File: src/line_interface_pkg.sv
package line_interface_pkg;

  // Register addresses on the control port
  localparam logic [7:0] ADDR_RX_LEVEL = 8'h11;
  localparam logic [7:0] ADDR_FAULT_STATUS = 8'h14;
  localparam logic [7:0] ADDR_IRQ_MASK = 8'h15;
  localparam logic [7:0] ADDR_LOOPBACK = 8'h20;

  // Field positions
  localparam int BIT_OPEN_CIRCUIT = 1;
  localparam int BIT_CURRENT_LIMIT = 2;
  localparam int BIT_JITTER_LIMIT = 4;
  localparam int BIT_REMOTE_LOOP = 2;
  localparam int BIT_LOCAL_LOOP = 3;

  // Implemented bits and reset values
  localparam logic [7:0] STATUS_FIELDS = 8'h16;
  localparam logic [7:0] LOOP_FIELDS = 8'h0C;
  localparam logic [7:0] MASK_RESET = 8'h00;
  localparam logic [7:0] LOOP_RESET = 8'h00;
  localparam logic [7:0] UNMAPPED_READ = 8'h00;

  // Jitter attenuator FIFO limits, in bits
  localparam logic [7:0] JA_FIFO_DEPTH = 8'h80;
  localparam logic [7:0] JA_LIMIT_MARGIN = 8'h04;

  // Composite clock timing
  localparam int CLK_HZ = 20000000;
  localparam int CC_BIT_HZ = 64000;
  localparam int CC_FRAME_HZ = 8000;
  localparam int CC_SUPER_HZ = 400;
  localparam int CC_TICK_HZ = 2 * CC_BIT_HZ;
  localparam int CC_BITS_PER_FRAME = CC_BIT_HZ / CC_FRAME_HZ;
  localparam int CC_FRAMES_PER_SUPER = CC_FRAME_HZ / CC_SUPER_HZ;
  localparam logic [24:0] CC_ACC_STEP = 25'(CC_TICK_HZ);
  localparam logic [24:0] CC_ACC_WRAP = 25'(CLK_HZ);
  localparam logic [2:0] CC_LAST_BIT = 3'(CC_BITS_PER_FRAME - 1);
  localparam logic [4:0] CC_LAST_FRAME = 5'(CC_FRAMES_PER_SUPER - 1);

  typedef struct packed {
    logic pos;
    logic neg;
  } line_pair_t;

  typedef struct packed {
    logic [1:0] prescale;    // {mclk_prescale_sel_hi, mclk_prescale_sel_lo}
    logic [1:0] jitter_src;  // {jitter_clock_src_sel_hi, jitter_clock_src_sel_lo}
  } mclk_sel_t;

  typedef enum logic [3:0] {
    MCLK_1544 = 4'h0,
    MCLK_3088 = 4'h1,
    MCLK_6176 = 4'h2,
    MCLK_12352 = 4'h3,
    MCLK_12800 = 4'h4,
    MCLK_2048 = 4'h5,
    MCLK_4096 = 4'h6,
    MCLK_8192 = 4'h7,
    MCLK_16384 = 4'h8,
    MCLK_INVALID = 4'hF
  } mclk_freq_t;

endpackage : line_interface_pkg

File: src/line_interface_status_loopback.sv
`timescale 1ns/1ns
module line_interface_status_loopback
  import line_interface_pkg::*;
(
  input wire logic i_mclk,                // Master clock, 20 MHz
  input wire logic i_reset,               // Sync reset, high
  input wire logic [7:0] i_addr,          // Control port address
  input wire logic [7:0] i_wdata,         // Control port write data
  input wire logic i_wr,                  // Write strobe, one cycle
  input wire logic i_rd,                  // Read strobe, one cycle
  output logic [7:0] o_rdata,             // Read data, one cycle after strobe
  input wire logic i_e1_mode,             // 1 = E1, 0 = T1
  input wire mclk_sel_t i_mclk_sel,       // Prescale and source selects
  output mclk_freq_t o_mclk_freq,         // Decoded master clock rate
  output logic o_cdr_pll_enable,          // Conversion PLL enable
  input wire logic [3:0] i_rx_level_code, // Analog level code, async
  input wire logic i_tx_open_circuit,     // Open circuit detect, async
  input wire logic i_tx_current_limit,    // Limiter active, async
  input wire logic [7:0] i_ja_fill,       // Jitter FIFO fill, bits
  input wire logic i_ja_enable,           // Jitter attenuator in path
  input wire line_pair_t i_rx_line,       // Recovered receive data
  input wire line_pair_t i_tx_fmt,        // Transmit formatter data
  input wire line_pair_t i_ja_out,        // Jitter attenuator output
  output line_pair_t o_ja_in,             // Jitter attenuator input
  output line_pair_t o_rx_framer,         // Data to receive framer
  output line_pair_t o_tx_line,           // Data to transmit driver
  input wire logic i_composite_clock_mode, // Composite clock mode
  input wire logic i_cc_with_400hz,       // Composite variant with 400 Hz
  output logic o_cc_frame_mark,           // 8 kHz violation marker
  output logic o_irq                      // Interrupt request, high
);

  logic [3:0] level_meta;
  logic [3:0] level_sync;
  logic [1:0] fault_meta;
  logic [1:0] fault_sync;
  logic [1:0] fault_prev;
  logic [7:0] irq_mask;
  logic [7:0] loop_ctrl;
  logic pend_open;
  logic pend_limit;
  logic ja_limit_flag;
  logic ja_near_prev;
  line_pair_t cc_line;

  // Configuration decode, kept combinational so it tracks the selects
  function automatic mclk_freq_t decode_mclk(input logic e1, input mclk_sel_t sel);
    mclk_freq_t f;
    f = MCLK_INVALID;
    if (!e1)
    begin
      case (sel.jitter_src)
        2'b00: f = mclk_freq_t'(4'(sel.prescale));
        2'b01:
          case (sel.prescale)
            2'b00: f = MCLK_2048;
            2'b01: f = MCLK_4096;
            2'b10: f = MCLK_8192;
            default: f = MCLK_16384;
          endcase
        2'b11: f = (sel.prescale == 2'b00) ? MCLK_12800 : MCLK_INVALID;
        default: f = MCLK_INVALID;
      endcase
    end
    else
    begin
      case (sel.jitter_src)
        2'b00:
          case (sel.prescale)
            2'b00: f = MCLK_2048;
            2'b01: f = MCLK_4096;
            2'b10: f = MCLK_8192;
            default: f = MCLK_16384;
          endcase
        2'b10: f = (sel.prescale == 2'b00) ? MCLK_12800 : MCLK_INVALID;
        default: f = MCLK_INVALID;
      endcase
    end
    return f;
  endfunction : decode_mclk

  assign o_mclk_freq = decode_mclk(i_e1_mode, i_mclk_sel);
  // Needed even with the attenuator off: recovery shares this clock
  assign o_cdr_pll_enable = |i_mclk_sel.jitter_src;

  // Register decode
  wire sel_level = (i_addr == ADDR_RX_LEVEL);
  wire sel_status = (i_addr == ADDR_FAULT_STATUS);
  wire sel_mask = (i_addr == ADDR_IRQ_MASK);
  wire sel_loop = (i_addr == ADDR_LOOPBACK);
  wire status_rd = i_rd && sel_status;
  wire mask_wr = i_wr && sel_mask;
  wire loop_wr = i_wr && sel_loop;

  wire open_now = fault_sync[0];
  wire limit_now = fault_sync[1];
  wire [7:0] status_word = {3'h0, ja_limit_flag, 1'b0, limit_now, open_now, 1'b0};
  wire [7:0] read_word = sel_level ? {4'h0, level_sync} :
                         sel_status ? status_word :
                         sel_mask ? irq_mask :
                         sel_loop ? loop_ctrl : UNMAPPED_READ;

  // Fault events on either edge of the synchronised condition
  wire open_edge = fault_sync[0] != fault_prev[0];
  wire limit_edge = fault_sync[1] != fault_prev[1];
  // Both ends of the FIFO count as its usable limit
  wire ja_near = (i_ja_fill >= 8'(JA_FIFO_DEPTH - JA_LIMIT_MARGIN)) || (i_ja_fill <= JA_LIMIT_MARGIN);
  wire ja_trip = ja_near && !ja_near_prev;

  // A new event in the read cycle survives the clear
  wire next_pend_open = open_edge || (pend_open && !status_rd);
  wire next_pend_limit = limit_edge || (pend_limit && !status_rd);
  wire next_ja_limit = ja_trip || (ja_limit_flag && !status_rd);
  wire next_irq = (next_pend_open && irq_mask[BIT_OPEN_CIRCUIT]) ||
                  (next_pend_limit && irq_mask[BIT_CURRENT_LIMIT]) ||
                  (next_ja_limit && irq_mask[BIT_JITTER_LIMIT]);

  // Data paths
  wire remote_loop = loop_ctrl[BIT_REMOTE_LOOP];
  wire local_loop = loop_ctrl[BIT_LOCAL_LOOP];
  wire line_pair_t tx_source = i_composite_clock_mode ? cc_line : i_tx_fmt;
  wire line_pair_t next_tx_line = remote_loop ? i_rx_line : tx_source;
  wire line_pair_t next_ja_in = local_loop ? tx_source : i_rx_line;
  wire line_pair_t next_rx_framer = i_ja_enable ? i_ja_out : next_ja_in;

  // Analog-side inputs are asynchronous: two stages before use
  always_ff @(posedge i_mclk)
  begin
    if (i_reset)
    begin
      level_meta <= 4'h0;
      level_sync <= 4'h0;
      fault_meta <= 2'h0;
      fault_sync <= 2'h0;
      fault_prev <= 2'h0;
    end
    else
    begin
      level_meta <= i_rx_level_code;
      level_sync <= level_meta;
      fault_meta <= {i_tx_current_limit, i_tx_open_circuit};
      fault_sync <= fault_meta;
      fault_prev <= fault_sync;
    end
  end

  always_ff @(posedge i_mclk)
  begin
    if (i_reset)
    begin
      irq_mask <= MASK_RESET;
      loop_ctrl <= LOOP_RESET;
      o_rdata <= 8'h00;
    end
    else
    begin
      if (mask_wr)
        irq_mask <= i_wdata & STATUS_FIELDS;
      if (loop_wr)
        loop_ctrl <= i_wdata & LOOP_FIELDS;
      o_rdata <= i_rd ? read_word : 8'h00;
    end
  end

  always_ff @(posedge i_mclk)
  begin
    if (i_reset)
    begin
      pend_open <= 1'b0;
      pend_limit <= 1'b0;
      ja_limit_flag <= 1'b0;
      ja_near_prev <= 1'b0;
      o_irq <= 1'b0;
    end
    else
    begin
      pend_open <= next_pend_open;
      pend_limit <= next_pend_limit;
      ja_limit_flag <= next_ja_limit;
      ja_near_prev <= ja_near;
      o_irq <= next_irq;
    end
  end

  always_ff @(posedge i_mclk)
  begin
    if (i_reset)
    begin
      o_tx_line <= '0;
      o_ja_in <= '0;
      o_rx_framer <= '0;
    end
    else
    begin
      o_tx_line <= next_tx_line;
      o_ja_in <= next_ja_in;
      o_rx_framer <= next_rx_framer;
    end
  end

  composite_clock_encoder cc_encoder (
    .i_mclk(i_mclk),
    .i_reset(i_reset),
    .i_enable(i_composite_clock_mode),
    .i_with_400hz(i_cc_with_400hz),
    .o_line(cc_line),
    .o_frame_mark(o_cc_frame_mark)
  );
endmodule : line_interface_status_loopback

File: src/composite_clock_encoder.sv
`timescale 1ns/1ns
module composite_clock_encoder
  import line_interface_pkg::*;
(
  input wire logic i_mclk,          // Master clock
  input wire logic i_reset,         // Sync reset, high
  input wire logic i_enable,        // Composite clock mode
  input wire logic i_with_400hz,    // Embed 400 Hz too
  output line_pair_t o_line,        // AMI pulse pair
  output logic o_frame_mark         // Pulse at 8 kHz violation
);

  logic [24:0] acc;
  logic half;
  logic [2:0] bit_idx;
  logic [4:0] frame_idx;
  logic last_pol;

  wire [25:0] acc_sum = {1'b0, acc} + {1'b0, CC_ACC_STEP};
  wire tick = i_enable && (acc_sum >= {1'b0, CC_ACC_WRAP});
  wire [24:0] next_acc = tick ? 25'(acc_sum - {1'b0, CC_ACC_WRAP}) : acc_sum[24:0];
  wire emit = tick && !half;
  // Dropping the violation once per 20 frames carries the 400 Hz
  wire skip_bpv = i_with_400hz && (frame_idx == CC_LAST_FRAME);
  wire violation = (bit_idx == CC_LAST_BIT) && !skip_bpv;
  wire next_pol = violation ? last_pol : !last_pol;
  wire bit_end = tick && half;

  always_ff @(posedge i_mclk)
  begin
    if (i_reset || !i_enable)
    begin
      acc <= 25'h0000000;
      half <= 1'b0;
      bit_idx <= 3'h0;
      frame_idx <= 5'h00;
      last_pol <= 1'b0;
      o_line <= '0;
      o_frame_mark <= 1'b0;
    end
    else
    begin
      acc <= next_acc;
      if (tick)
        half <= !half;
      if (emit)
        last_pol <= next_pol;
      if (emit)
        o_line <= next_pol ? 2'b10 : 2'b01;
      else if (bit_end)
        o_line <= '0;
      o_frame_mark <= emit && violation;
      if (bit_end)
        bit_idx <= (bit_idx == CC_LAST_BIT) ? 3'h0 : 3'(bit_idx + 3'h1);
      if (bit_end && bit_idx == CC_LAST_BIT)
        frame_idx <= (frame_idx == CC_LAST_FRAME) ? 5'h00 : 5'(frame_idx + 5'h01);
    end
  end
endmodule : composite_clock_encoder

File: config.mk
export PLATFORM = sky130hd
export DESIGN_NAME = line_interface_status_loopback
export DESIGN_NICKNAME = d
export VERILOG_FILES = /design/src/line_interface_pkg.sv /design/src/line_interface_status_loopback.sv /design/src/composite_clock_encoder.sv
export SDC_FILE = /design/constraint.sdc
export NUM_CORES = 1
export LEC_CHECK = 0
export BUFFER_PORTS_ARGS = -buffer_cell sky130_fd_sc_hd__buf_2
export CAP_MARGIN = 0
export CORE_ASPECT_RATIO = 2
export CORE_MARGIN = 3
export CORE_UTILIZATION = 40
export CTS_CLUSTER_DIAMETER = 30
export DETAILED_ROUTE_END_ITERATION = 12
export HOLD_SLACK_MARGIN = 0.02
export PLACE_DENSITY_LB_ADDON = 0.2
export SLEW_MARGIN = 10
export SYNTH_ARGS = -nofsm -noshare
export SYNTH_HDL_FRONTEND = slang
export SYNTH_HIERARCHICAL = 1
export SYNTH_SLANG_ARGS = --single-unit
File: constraint.sdc
create_clock -name i_mclk -period 5.3 [get_ports i_mclk]
set_clock_uncertainty 0.2 [all_clocks]
set_input_delay 1.06 -clock i_mclk [delete_from_list [all_inputs] [get_ports i_mclk]]
set_output_delay 1.06 -clock i_mclk [all_outputs]
set_load 0.02 [all_outputs]
* Yosys cells after proc, flatten, opt, wreduce, memory -nomap -nowiden *
Index checks and enable logic that the tools add are counted.

cells by class
  order comparisons = 3
  $add $sub $neg = 4
  reductions and logical operators = 37
  shifts and indexed selects = 0
  multiply operators = 0
  eq/ne operators = 13
  multiplexer cells = 20
  divide/modulo/power cells = 0
  bitwise gates (word level) = 1

operators with widths
  operator                  number
  $add A25 B17 Y26 const B  1
  $ge A26 B25 Y1 const B    1
  $mux W25                  1
  $sub A25 B25 Y25 const B  1
  $eq A8 B5 Y1 const B      3
  $pmux W4 S3               2
  $logic_and A1 B1 Y1       17
  $mux W4                   4
  $mux W5                   3
  $mux W2                   7
  $eq A8 B6 Y1 const B      1
  $ge A8 B7 Y1 const B      1
  $le A8 B3 Y1 const B      1
  $pmux W4 S2               1
  $logic_or A1 B1 Y1        7
  $eq A2 B2 Y1 const B      3
  $logic_not A1 Y1          6
  $add A5 B1 Y5 const B     1
  $eq A5 B5 Y1 const B      1
  $eq A2 B1 Y1 const B      2
  $logic_not A2 Y1          2
  $reduce_or A2 Y1          2
  $reduce_or A4 Y1          1
  $add A3 B1 Y3 const B     1
  7 further kinds           8

storage, ports and cells
  register bits = 76
  logic and storage cells = 107
  memory bits (read-only) = 0
  memories = 0
  output and inout port bits = 21
  latch bits = 0
  bits in writable memories = 0
  input port bits = 48

* Logic depth before layout (Yosys ltp) *
Gate-level depths: netlist of the first run.

  word-level depth = 8
  depth in mapped cells = 12
  gate-level depth less buffers = 10

* Hierarchy *
Netlist of the first run, hierarchy kept.

by module, submodules not included
  module                          sequential area each (um^2)  cells each  area each (um^2)  times used
  composite_clock_encoder         600.6                        264         2,128.3           1
  line_interface_status_loopback  700.7                        167         1,541.5           1

* Worst setup path after synthesis of the first run *
Ideal clock, no wire load.

  path kind = input port to output port
  start point = input port i_mclk_sel[2] in the netlist's numbering
  end point = output port o_mclk_freq[0]
  stages = 5
  buffers on the path = 0
  setup slack = 1.936 ns
  required time = 4.040 ns
  data arrival time = 2.104 ns
  path through = ha_1 -> o21bai_1 -> mux2i_1 -> a21oi_1 -> o21ai_0

on the way
  cells in the longest elaborated chain, start to end = 4
  elaborated cells on any way between the ends = 8
  those cells by class = eq/ne (2); mux (5); reduce/logical (1)

RTL lines
  what                                        line                                                                        source
  from (decl)                                 line_interface_status_loopback.sv:13                                        input wire mclk_sel_t i_mclk_sel,
  $eq A2 B2 Y1 (tied with other cells)        line_interface_status_loopback.sv:55, line_interface_status_loopback.sv:69
  $pmux W4 S3 or $mux W4 (tied branches)      -
  $pmux W4 S3 or $pmux W4 S2 (tied branches)  line_interface_status_loopback.sv:52, line_interface_status_loopback.sv:67
  $mux W4 *                                   line_interface_status_loopback.sv:50                                        if (!e1)
  to (decl)                                   line_interface_status_loopback.sv:14                                        output mclk_freq_t o_mclk_freq,

Mark *: on every way between the ends. The rest lies on a longest branch, timed or not.

* Worst setup path after layout of the first run *
  start point = register cc_encoder.acc[10]
  end point = register cc_encoder.acc[19]

on the way
  cells in the longest elaborated chain, start to end = 4
  elaborated cells on any way between the ends = 5
  those cells by class = add/sub (2); order compare (1); mux (1); reduce/logical (1)

RTL lines
  what                    line                           source
  from (decl)             composite_clock_encoder.sv:13  logic [24:0] acc;
  from (signal assigned)  composite_clock_encoder.sv:43  acc <= next_acc;
  $add A25 B17 Y26 *      composite_clock_encoder.sv:19  wire [25:0] acc_sum = {1'b0, acc} + {1'b0, CC_ACC_STEP};
  $ge A26 B25 Y1          composite_clock_encoder.sv:20  wire tick = i_enable && (acc_sum >= {1'b0, CC_ACC_WRAP});
  $logic_and A1 B1 Y1     composite_clock_encoder.sv:20
  $mux W25 *              composite_clock_encoder.sv:21  wire [24:0] next_acc = tick ? 25'(acc_sum - {1'b0, CC_ACC_WRAP}) : acc_sum[24:0];

Marked as above.
A chain may end at the register's enable or synchronous reset.

==> results of run 1 <==
[cell usage after synthesis, types with 8 or more instances]
master,instances
a21oi_1,19
buf_2,8
clkbuf_1,9
dfxtp_1,65
ha_1,10
inv_1,16
mux2i_1,11
nand2_1,27
nand3_1,15
nor2_1,45
nor2b_1,17
nor3_1,13
o21ai_0,14
xnor2_1,11
xor2_1,16
[per-stage QoR]
step | power [mW] | hold WS (ns) | utilization | instances | instance area [um2]
6_report | 1.29 | 0.229 | 0.492 | 588 | 4310
2_1_floorplan | 0.636 | 0.206 | - | 433 | 3680
4_1_cts | 1.31 | 0.232 | 0.492 | 588 | 4310
3_5_place_dp | 0.685 | 0.220 | 0.456 | 572 | 4000
5_1_grt | 1.35 | 0.255 | 0.492 | 588 | 4310
3_3_place_gp | 0.683 | 0.217 | 0.456 | 572 | 4000
[kinds of logic after synthesis]
logic type               after synthesis
AO/OA/AOI/OAI                        103
XOR/XNOR                              27
adder cells (fa/ha/maj)               11
buffers and inverters                 39
flip-flops                            65
multiplexers                          14
other                                  1
AND/OR/NAND/NOR                      171
[layout make-up]
type | count | area [um2] | share of cell area
Timing Repair Buffer | 62 | 313 | 0.0725
Sequential cell | 65 | 1300 | 0.302
Clock buffer | 10 | 229 | 0.0531
Multi-Input combinational cell | 329 | 2200 | 0.510
Inverter | 16 | 60.1 | 0.0139
Clock inverter | 6 | 82.6 | 0.0192
Tap cell | 100 | 125 | 0.0290
[flip-flops by register name, summed over array words and instances, names as in the netlist, 3 cells and up]
name / count
o_rdata: 5
irq_mask: 3
level_meta: 4
cc_encoder/bit_idx: 3
cc_encoder/frame_idx: 5
level_sync: 4
cc_encoder/acc: 17
[worst max-delay path, cell delays in order, from the launching register on]
cell,delay (ns)
dfxtp_1,0.51
ha_1,0.43
or2_2,0.24
o221ai_1,0.15
a311oi_1,0.57
o31ai_4,0.17
o211a_4,0.37
o21ai_2,0.49
o21a_1,0.21
nor3_1,0.04
[how the worst min path moves through the flow]
stage                        startpoint                  endpoint  slack [ns]  depth (start not counted)
2_1_floorplan  level_sync[0]$_SDFF_PP0_     o_rdata[0]$_SDFF_PP0_        0.21                          1
3_3_place_gp   level_meta[1]$_SDFF_PP0_  level_sync[1]$_SDFF_PP0_        0.22                          1
3_5_place_dp   level_sync[0]$_SDFF_PP0_     o_rdata[0]$_SDFF_PP0_        0.22                          1
4_1_cts        level_sync[0]$_SDFF_PP0_     o_rdata[0]$_SDFF_PP0_        0.23                          1
5_1_grt        level_sync[0]$_SDFF_PP0_     o_rdata[0]$_SDFF_PP0_        0.26                          1
6_report       level_sync[0]$_SDFF_PP0_     o_rdata[0]$_SDFF_PP0_        0.23                          1
[metal layers]
layer	global-route usage	routed length, um	vias up
met1	0.159	3030	1548
li1	-	-	1648
met4	0.118	483	0
met2	0.341	5030	78
met5	0	0	-
met3	0.0298	331	34
[power by group]
group          total (mW)  switching [mW]  internal (mW)
Combinational       0.158          0.0948         0.0629
Clock               0.617           0.208          0.409
Sequential          0.518          0.0143          0.503
Total                1.29           0.317          0.975
==> impl_results.html, run 1 <==
<table>
<tr><th>Metric</th><th>Value</th></tr>
<tr><th colspan="2">Run status</th></tr>
<tr><td>Result of the run</td><td>finished, final reports clean</td></tr>
<tr><th colspan="2">Logic synthesis</th></tr>
<tr><td>Largest family of logic cells by synthesized area</td><td>simple AND/OR/NAND/NOR gates</td></tr>
<tr><td>Share of synthesized area spent on multiplexers</td><td>0.0392</td></tr>
<tr><td>Distinct cell type count after synthesis</td><td>73</td></tr>
<tr><td>EDFF count, synth</td><td>0</td></tr>
<tr><td>Async SR Flop Fraction</td><td>0</td></tr>
<tr><td>Synth top area cells</td><td>dfxtp_1, nor2_1, xor2_1</td></tr>
<tr><td>Fraction of the mapped netlist area in adder cells</td><td>0.0368</td></tr>
<tr><td>Sequential element share of the synthesized area</td><td>0.355</td></tr>
<tr><td>Number of standard cells after synthesis</td><td>431</td></tr>
<tr><td>Share of the synthesized area in the top cell type</td><td>0.355</td></tr>
<tr><td>Warnings from Yosys</td><td>6</td></tr>
<tr><td>XOR/XNOR share of the synthesized area</td><td>0.0644</td></tr>
<tr><td>Cell area after synthesis</td><td>3670 um2</td></tr>
<tr><td>Number of synthesized register bits</td><td>65</td></tr>
<tr><td>Synthesized area per cell</td><td>8.51 um2</td></tr>
<tr><td>Synthesized-area fraction occupied by and/or/nand/nor cells</td><td>0.248</td></tr>
<tr><td>Synthesized-area fraction occupied by ao, oa, aoi and oai cells</td><td>0.208</td></tr>
<tr><td>Most frequently used flop master after synthesis</td><td>dfxtp_1</td></tr>
<tr><td>Cell type with the highest aggregate area in the netlist</td><td>dfxtp_1</td></tr>
<tr><th colspan="2">Global route</th></tr>
<tr><td>Global-route congestion overflow total</td><td>0</td></tr>
<tr><td>Pin count of the biggest net entering global routing</td><td>37</td></tr>
<tr><td>Initial antenna violation count</td><td>0</td></tr>
<tr><td>Number of global-route vias before repair</td><td>3,267</td></tr>
<tr><td>First-pass GRT wire length</td><td>14,500 um</td></tr>
<tr><td>Total routing resource utilization after global routing</td><td>0.178</td></tr>
<tr><th colspan="2">Cells and area</th></tr>
<tr><td># diodes</td><td>0</td></tr>
<tr><td>Share of cells above drive strength 1</td><td>0.205</td></tr>
<tr><td>Most common library cell in the layout ignoring fill and taps</td><td>dfxtp_1</td></tr>
<tr><td>Most used cells in the layout excluding fill and tap cells</td><td>dfxtp_1, buf_2, nor2_1</td></tr>
<tr><td>Net count of the finished layout</td><td>541</td></tr>
<tr><td>Post-synthesis to final-layout area growth</td><td>17.5%</td></tr>
<tr><td>Number of fill cells in the layout</td><td>862</td></tr>
<tr><th colspan="2">Setup path</th></tr>
<tr><td>Number of cells on the worst reg-to-reg path</td><td>9</td></tr>
<tr><td>Reg2reg end</td><td>cc_encoder/acc[19]$_SDFF_PP0_</td></tr>
<tr><td>Required time of the critical path</td><td>5.27 ns</td></tr>
<tr><td>Critical Path Source</td><td>cc_encoder/acc[10]$_SDFF_PP0_</td></tr>
<tr><td>Arrival time reported for the critical path endpoint</td><td>3.53 ns</td></tr>
<tr><td>Critical path class</td><td>register to register</td></tr>
<tr><td>Reg-to-reg critical path startpoint</td><td>cc_encoder/acc[10]$_SDFF_PP0_</td></tr>
<tr><td>Reg-to-reg slack, setup</td><td>1.74 ns</td></tr>
<tr><td>CP Max Fanout</td><td>17</td></tr>
<tr><td>Capturing instance or port of the critical path</td><td>cc_encoder/acc[19]$_SDFF_PP0_</td></tr>
<tr><td>Element type at the critical path start</td><td>register</td></tr>
<tr><td>Category of the worst setup path capture point</td><td>register</td></tr>
<tr><th colspan="2">Clocking</th></tr>
<tr><td>Source-to-sink clock delay at the later pin of the worst-skew pair</td><td>0.33 ns</td></tr>
<tr><td>Count of buffers added by post-CTS timing repair for setup</td><td>0</td></tr>
<tr><td>TritonCTS clock tree</td><td>yes</td></tr>
<tr><td>Number of buffers inserted during clock tree synthesis</td><td>9</td></tr>
<tr><td>Root buffer selected by CTS</td><td>clkbuf_16</td></tr>
<tr><td>Hold buffers post-CTS</td><td>0</td></tr>
<tr><td>Total clock sinks</td><td>65</td></tr>
<tr><td>Clock transition at the registers of the reported paths</td><td>0.05 ns</td></tr>
<tr><td>Post-cts repair resize count</td><td>0</td></tr>
<tr><td>Maximum buffer depth of the clock tree</td><td>2</td></tr>
<tr><td>Number of H-tree levels</td><td>3</td></tr>
<tr><th colspan="2">Timing</th></tr>
<tr><td>Unrepaired setup endpoints after global routing</td><td>no</td></tr>
<tr><td>Crit path time final</td><td>3.56 ns</td></tr>
<tr><td>Worst Max-Slew Pin Slew</td><td>1.01 ns</td></tr>
<tr><td>Final clock period utilization by the worst path</td><td>0.672</td></tr>
<tr><td>Highest achievable clock rate</td><td>0.281 GHz</td></tr>
<tr><td>Least setup slack across all paths after layout</td><td>1.74 ns</td></tr>
<tr><td>Number of setup violations in the final report</td><td>0</td></tr>
<tr><td>Count of pins over their slew limit</td><td>0</td></tr>
<tr><td>Final Hold Viols</td><td>0</td></tr>
<tr><td>Setup TNS</td><td>0 ns</td></tr>
<tr><td>Worst rel slew slack</td><td>0.323</td></tr>
<tr><th colspan="2">Placed design</th></tr>
<tr><td>Final weighted congestion in routability-driven placement</td><td>0.880</td></tr>
<tr><td>Final HPWL DP</td><td>6760 um</td></tr>
<tr><td>Place WS</td><td>1.76 ns</td></tr>
<tr><td>Count of buffers inserted at the top-level ports</td><td>61</td></tr>
<tr><th colspan="2">Detailed routing</th></tr>
<tr><td>Number of DRC markers in iteration 0</td><td>152</td></tr>
<tr><td>Number of vias in the routed layout</td><td>3,308</td></tr>
<tr><td>Remaining antenna violation count after routing</td><td>0</td></tr>
<tr><td>Total Wirelength</td><td>8880 um</td></tr>
<tr><td>Post-detailed-route DRC marker count</td><td>0</td></tr>
<tr><td>Per-cell via count in the routed design</td><td>5.63</td></tr>
<tr><td>Detailed-routing iteration count for the pre-antenna-repair pass</td><td>4</td></tr>
<tr><td>Routed wire length per instance</td><td>15.1 um</td></tr>
<tr><th colspan="2">Floorplanning</th></tr>
<tr><td>DIE AREA</td><td>10,400 um2</td></tr>
<tr><td>Count of boundary I/O pins</td><td>69</td></tr>
<tr><td>Rows</td><td>48</td></tr>
<tr><td>Y dimension of the die</td><td>141 um</td></tr>
<tr><td>Floorplan core area</td><td>8770 um2</td></tr>
<tr><td>Die X</td><td>73.7 um</td></tr>
<tr><td>Effective utilization at floorplan</td><td>0.419</td></tr>
<tr><th colspan="2">Power and ir drop</th></tr>
<tr><td>Worst vdd ir</td><td>0.179 mV</td></tr>
<tr><td>Total power density per cell area</td><td>300 nW/um2</td></tr>
<tr><td>Pleak</td><td>1.76 nW</td></tr>
<tr><th colspan="2">Hold path</th></tr>
<tr><td>Path class of the lowest-slack min-delay path</td><td>register to register</td></tr>
<tr><th colspan="2">Flow run</th></tr>
<tr><td>Reported max-cap violation count</td><td>0</td></tr>
</table>
(Power assumes the default switching activity.)
==> run 2: changes to the inputs <==
==> constraint.sdc (replaced) <==
create_clock -name i_mclk -period 3.2 [get_ports i_mclk]
set_clock_uncertainty 0.2 [all_clocks]
set_input_delay 0.64 -clock i_mclk [delete_from_list [all_inputs] [get_ports i_mclk]]
set_output_delay 0.64 -clock i_mclk [all_outputs]
set_load 0.02 [all_outputs]
==> impl_results.html, run 2 (synthesized netlist as in run 1, its figures left out) <==
<table>
<tr><th>Metric</th><th>Value</th></tr>
<tr><th colspan="2">Cells and area</th></tr>
<tr><td>Post-synthesis to final-layout area growth</td><td>21.3%</td></tr>
<tr><td># diodes</td><td>0</td></tr>
<tr><td>Final standard cell area without fillers</td><td>4450 um2</td></tr>
<tr><td>Most common library cell in the layout ignoring fill and taps</td><td>dfxtp_1</td></tr>
<tr><td>Biggest regs</td><td>cc_encoder/acc x17, cc_encoder/frame_idx x5, o_rdata x5</td></tr>
<tr><td>Final std cells w/o fill</td><td>605</td></tr>
<tr><td>Share of cells above drive strength 1</td><td>0.236</td></tr>
<tr><td>Final standard cell utilization of the core</td><td>0.508</td></tr>
<tr><td>Most used cells in the layout excluding fill and tap cells</td><td>dfxtp_1, buf_2, nor2_1</td></tr>
<tr><td>Net count of the finished layout</td><td>559</td></tr>
<tr><td>Register with the most flip-flops</td><td>cc_encoder/acc</td></tr>
<tr><td>Max reg flops</td><td>17</td></tr>
<tr><th colspan="2">Hold path</th></tr>
<tr><td>Path class of the lowest-slack min-delay path</td><td>register to register</td></tr>
<tr><td>Worst-case hold path end point</td><td>o_rdata[0]$_SDFF_PP0_</td></tr>
<tr><td>Source of the worst hold timing path</td><td>level_sync[0]$_SDFF_PP0_</td></tr>
<tr><td>Hold path cells</td><td>1</td></tr>
<tr><th colspan="2">Floorplanning</th></tr>
<tr><td>Y dimension of the die</td><td>141 um</td></tr>
<tr><td>Count of boundary I/O pins</td><td>69</td></tr>
<tr><td>Die X</td><td>73.7 um</td></tr>
<tr><td>Effective utilization at floorplan</td><td>0.419</td></tr>
<tr><td>Floorplan core area</td><td>8770 um2</td></tr>
<tr><td>Rows</td><td>48</td></tr>
<tr><td>DIE AREA</td><td>10,400 um2</td></tr>
<tr><th colspan="2">Setup path</th></tr>
<tr><td>Critical path class</td><td>register to register</td></tr>
<tr><td>Reg2reg end</td><td>cc_encoder/o_line[1]$_SDFFE_PP0P_</td></tr>
<tr><td>Most common cell type on the critical path</td><td>buf_4</td></tr>
<tr><td>Required time of the critical path</td><td>3.25 ns</td></tr>
<tr><td>CP Max Fanout</td><td>17</td></tr>
<tr><td>Reg-to-reg slack, setup</td><td>0.19 ns</td></tr>
<tr><td>Worst-path cell with the longest stage delay</td><td>o211a_4</td></tr>
<tr><td>Critical Path, Cell by Cell</td><td>buf_4 &gt; inv_1 &gt; ha_1 &gt; nor2b_1 &gt; o211a_1 &gt; a311oi_1 &gt; buf_4 &gt; o31ai_4 &gt; o211a_4 &gt; o21ai_2 &gt; buf_4 &gt; or3_1 &gt; a21oi_1</td></tr>
<tr><td>Element type at the critical path start</td><td>register</td></tr>
<tr><td>Arrival time reported for the critical path endpoint</td><td>3.06 ns</td></tr>
<tr><td>Number of cells on the worst reg-to-reg path</td><td>13</td></tr>
<tr><td>Category of the worst setup path capture point</td><td>register</td></tr>
<tr><td>Reg-to-reg critical path startpoint</td><td>cc_encoder/acc[10]$_SDFF_PP0_</td></tr>
<tr><td>Crit path largest cell delay</td><td>0.35 ns</td></tr>
<tr><th colspan="2">Clocking</th></tr>
<tr><td>TritonCTS clock tree</td><td>yes</td></tr>
<tr><td>Total clock sinks</td><td>65</td></tr>
<tr><td>Maximum buffer depth of the clock tree</td><td>2</td></tr>
<tr><td>Number of buffers inserted during clock tree synthesis</td><td>9</td></tr>
<tr><td>Count of buffers added by post-CTS timing repair for setup</td><td>0</td></tr>
<tr><td>Hold buffers post-CTS</td><td>0</td></tr>
<tr><td>Post-cts repair resize count</td><td>0</td></tr>
<tr><td>Source-to-sink clock delay at the later pin of the worst-skew pair</td><td>0.33 ns</td></tr>
<tr><td>Clock transition at the registers of the reported paths</td><td>0.05 ns</td></tr>
<tr><td>Root buffer selected by CTS</td><td>clkbuf_16</td></tr>
<tr><td>Number of H-tree levels</td><td>3</td></tr>
<tr><th colspan="2">Power and ir drop</th></tr>
<tr><td>Pleak</td><td>1.85 nW</td></tr>
<tr><td>Total power density per cell area</td><td>483 nW/um2</td></tr>
<tr><td>Worst vdd ir</td><td>0.279 mV</td></tr>
<tr><th colspan="2">Detailed routing</th></tr>
<tr><td>Remaining antenna violation count after routing</td><td>0</td></tr>
<tr><td>Post-detailed-route DRC marker count</td><td>0</td></tr>
<tr><td>Number of vias in the routed layout</td><td>3,394</td></tr>
<tr><td>Met2 routed WL</td><td>5320 um</td></tr>
<tr><td>Highest metal layer with signal wires</td><td>met4</td></tr>
<tr><td>Routed wire length per instance</td><td>15.2 um</td></tr>
<tr><td>Detailed-routing wirelength on met1</td><td>3140 um</td></tr>
<tr><td>Met3 wire length</td><td>348 um</td></tr>
<tr><td>Number of DRC markers in iteration 0</td><td>110</td></tr>
<tr><td>Per-cell via count in the routed design</td><td>5.61</td></tr>
<tr><td>Total Wirelength</td><td>9220 um</td></tr>
<tr><td>Detailed-routing iteration count for the pre-antenna-repair pass</td><td>4</td></tr>
<tr><th colspan="2">Timing</th></tr>
<tr><td>Final clock period utilization by the worst path</td><td>0.939</td></tr>
<tr><td>Final Hold Viols</td><td>0</td></tr>
<tr><td>Crit path time final</td><td>3.01 ns</td></tr>
<tr><td>Highest achievable clock rate</td><td>0.333 GHz</td></tr>
<tr><td>Count of pins over their slew limit</td><td>0</td></tr>
<tr><td>Worst Max-Slew Pin Slew</td><td>0.737 ns</td></tr>
<tr><td>Worst rel slew slack</td><td>0.509</td></tr>
<tr><td>Number of setup violations in the final report</td><td>0</td></tr>
<tr><th colspan="2">Placed design</th></tr>
<tr><td>Final HPWL DP</td><td>7250 um</td></tr>
<tr><td>Count of buffers inserted at the top-level ports</td><td>61</td></tr>
<tr><td>Number of cells after detailed placement</td><td>590</td></tr>
<tr><td>Final weighted congestion in routability-driven placement</td><td>0.906</td></tr>
<tr><td>Area after detailed placement</td><td>4140 um2</td></tr>
<tr><th colspan="2">Run status</th></tr>
<tr><td>Result of the run</td><td>finished, final reports clean</td></tr>
<tr><th colspan="2">Global route</th></tr>
<tr><td>Initial antenna violation count</td><td>0</td></tr>
<tr><td>First-pass GRT wire length</td><td>15,200 um</td></tr>
<tr><td>Number of global-route vias before repair</td><td>3,303</td></tr>
<tr><td>Global-route congestion overflow total</td><td>0</td></tr>
<tr><td>Total routing resource utilization after global routing</td><td>0.188</td></tr>
<tr><td>Pin count of the biggest net entering global routing</td><td>37</td></tr>
<tr><th colspan="2">Flow run</th></tr>
<tr><td>Reported max-cap violation count</td><td>0</td></tr>
</table>
run 2: changes by cell type in the layout (fill, tap and decap cells not counted), sizes merged:
cell,previous run,this run
clkinvlp,1,0
clkbuf,10,9
buf,62,80
clkinv,3,4
run 2: worst max path at each step:
stage          cells past startpoint                                    to  slack, ns                          start
2_1_floorplan                     10         cc_encoder/acc[22]$_SDFF_PP0_       0.35  cc_encoder/acc[11]$_SDFF_PP0_
3_3_place_gp                       9  cc_encoder/frame_idx[0]$_SDFFE_PP0P_       0.16  cc_encoder/acc[10]$_SDFF_PP0_
3_5_place_dp                       9  cc_encoder/frame_idx[0]$_SDFFE_PP0P_       0.14  cc_encoder/acc[10]$_SDFF_PP0_
4_1_cts                            9  cc_encoder/frame_idx[0]$_SDFFE_PP0P_       0.13  cc_encoder/acc[10]$_SDFF_PP0_
5_1_grt                           13         cc_encoder/acc[18]$_SDFF_PP0_    -0.0006  cc_encoder/acc[10]$_SDFF_PP0_
6_report                          13     cc_encoder/o_line[1]$_SDFFE_PP0P_       0.19  cc_encoder/acc[10]$_SDFF_PP0_
run 2: routing by layer:
| metal | vias to the layer above | track usage |
|---|---|---|
| li1 | 1681 | - |
| met1 | 1592 | 0.172 |
| met2 | 86 | 0.359 |
| met3 | 35 | 0.0404 |
| met4 | 0 | 0.107 |
| met5 | - | 0 |
run 2: layout make-up:
class	instances	area, um2
Clock buffer	9	225
Clock inverter	6	83.8
Fill cell	869	4320
Inverter	16	60.1
Multi-Input combinational cell	329	2210
Sequential cell	65	1300
Tap cell	100	125
Timing Repair Buffer	80	448
run 2: critical path: cells and delay by family, from the launching register on:
family / cells / cell delay, ns
AO/OA/AOI/OAI: 6 / 1.10
AND/OR/NAND/NOR: 2 / 0.60
buffers and inverters: 4 / 0.55
flip-flops: 1 / 0.31
adder cells (fa/ha/maj): 1 / 0.17
run 2: per-stage QoR:
step                setup slack, ns  hold WS (ns)   TNS (ns)  power (mW)
floorplan                     0.348         0.206          0        1.05
global placement              0.163         0.218          0        1.15
detailed placement            0.139         0.223          0        1.15
CTS                           0.130         0.240          0        2.18
global route              -0.000572         0.246  -0.000572        2.25
finish                        0.195         0.235          0        2.15
run 2: where the power goes:
part / switching, mW / internal, mW
clock: 0.339 / 0.673
sequential: 0.0177 / 0.834
combinational: 0.166 / 0.119
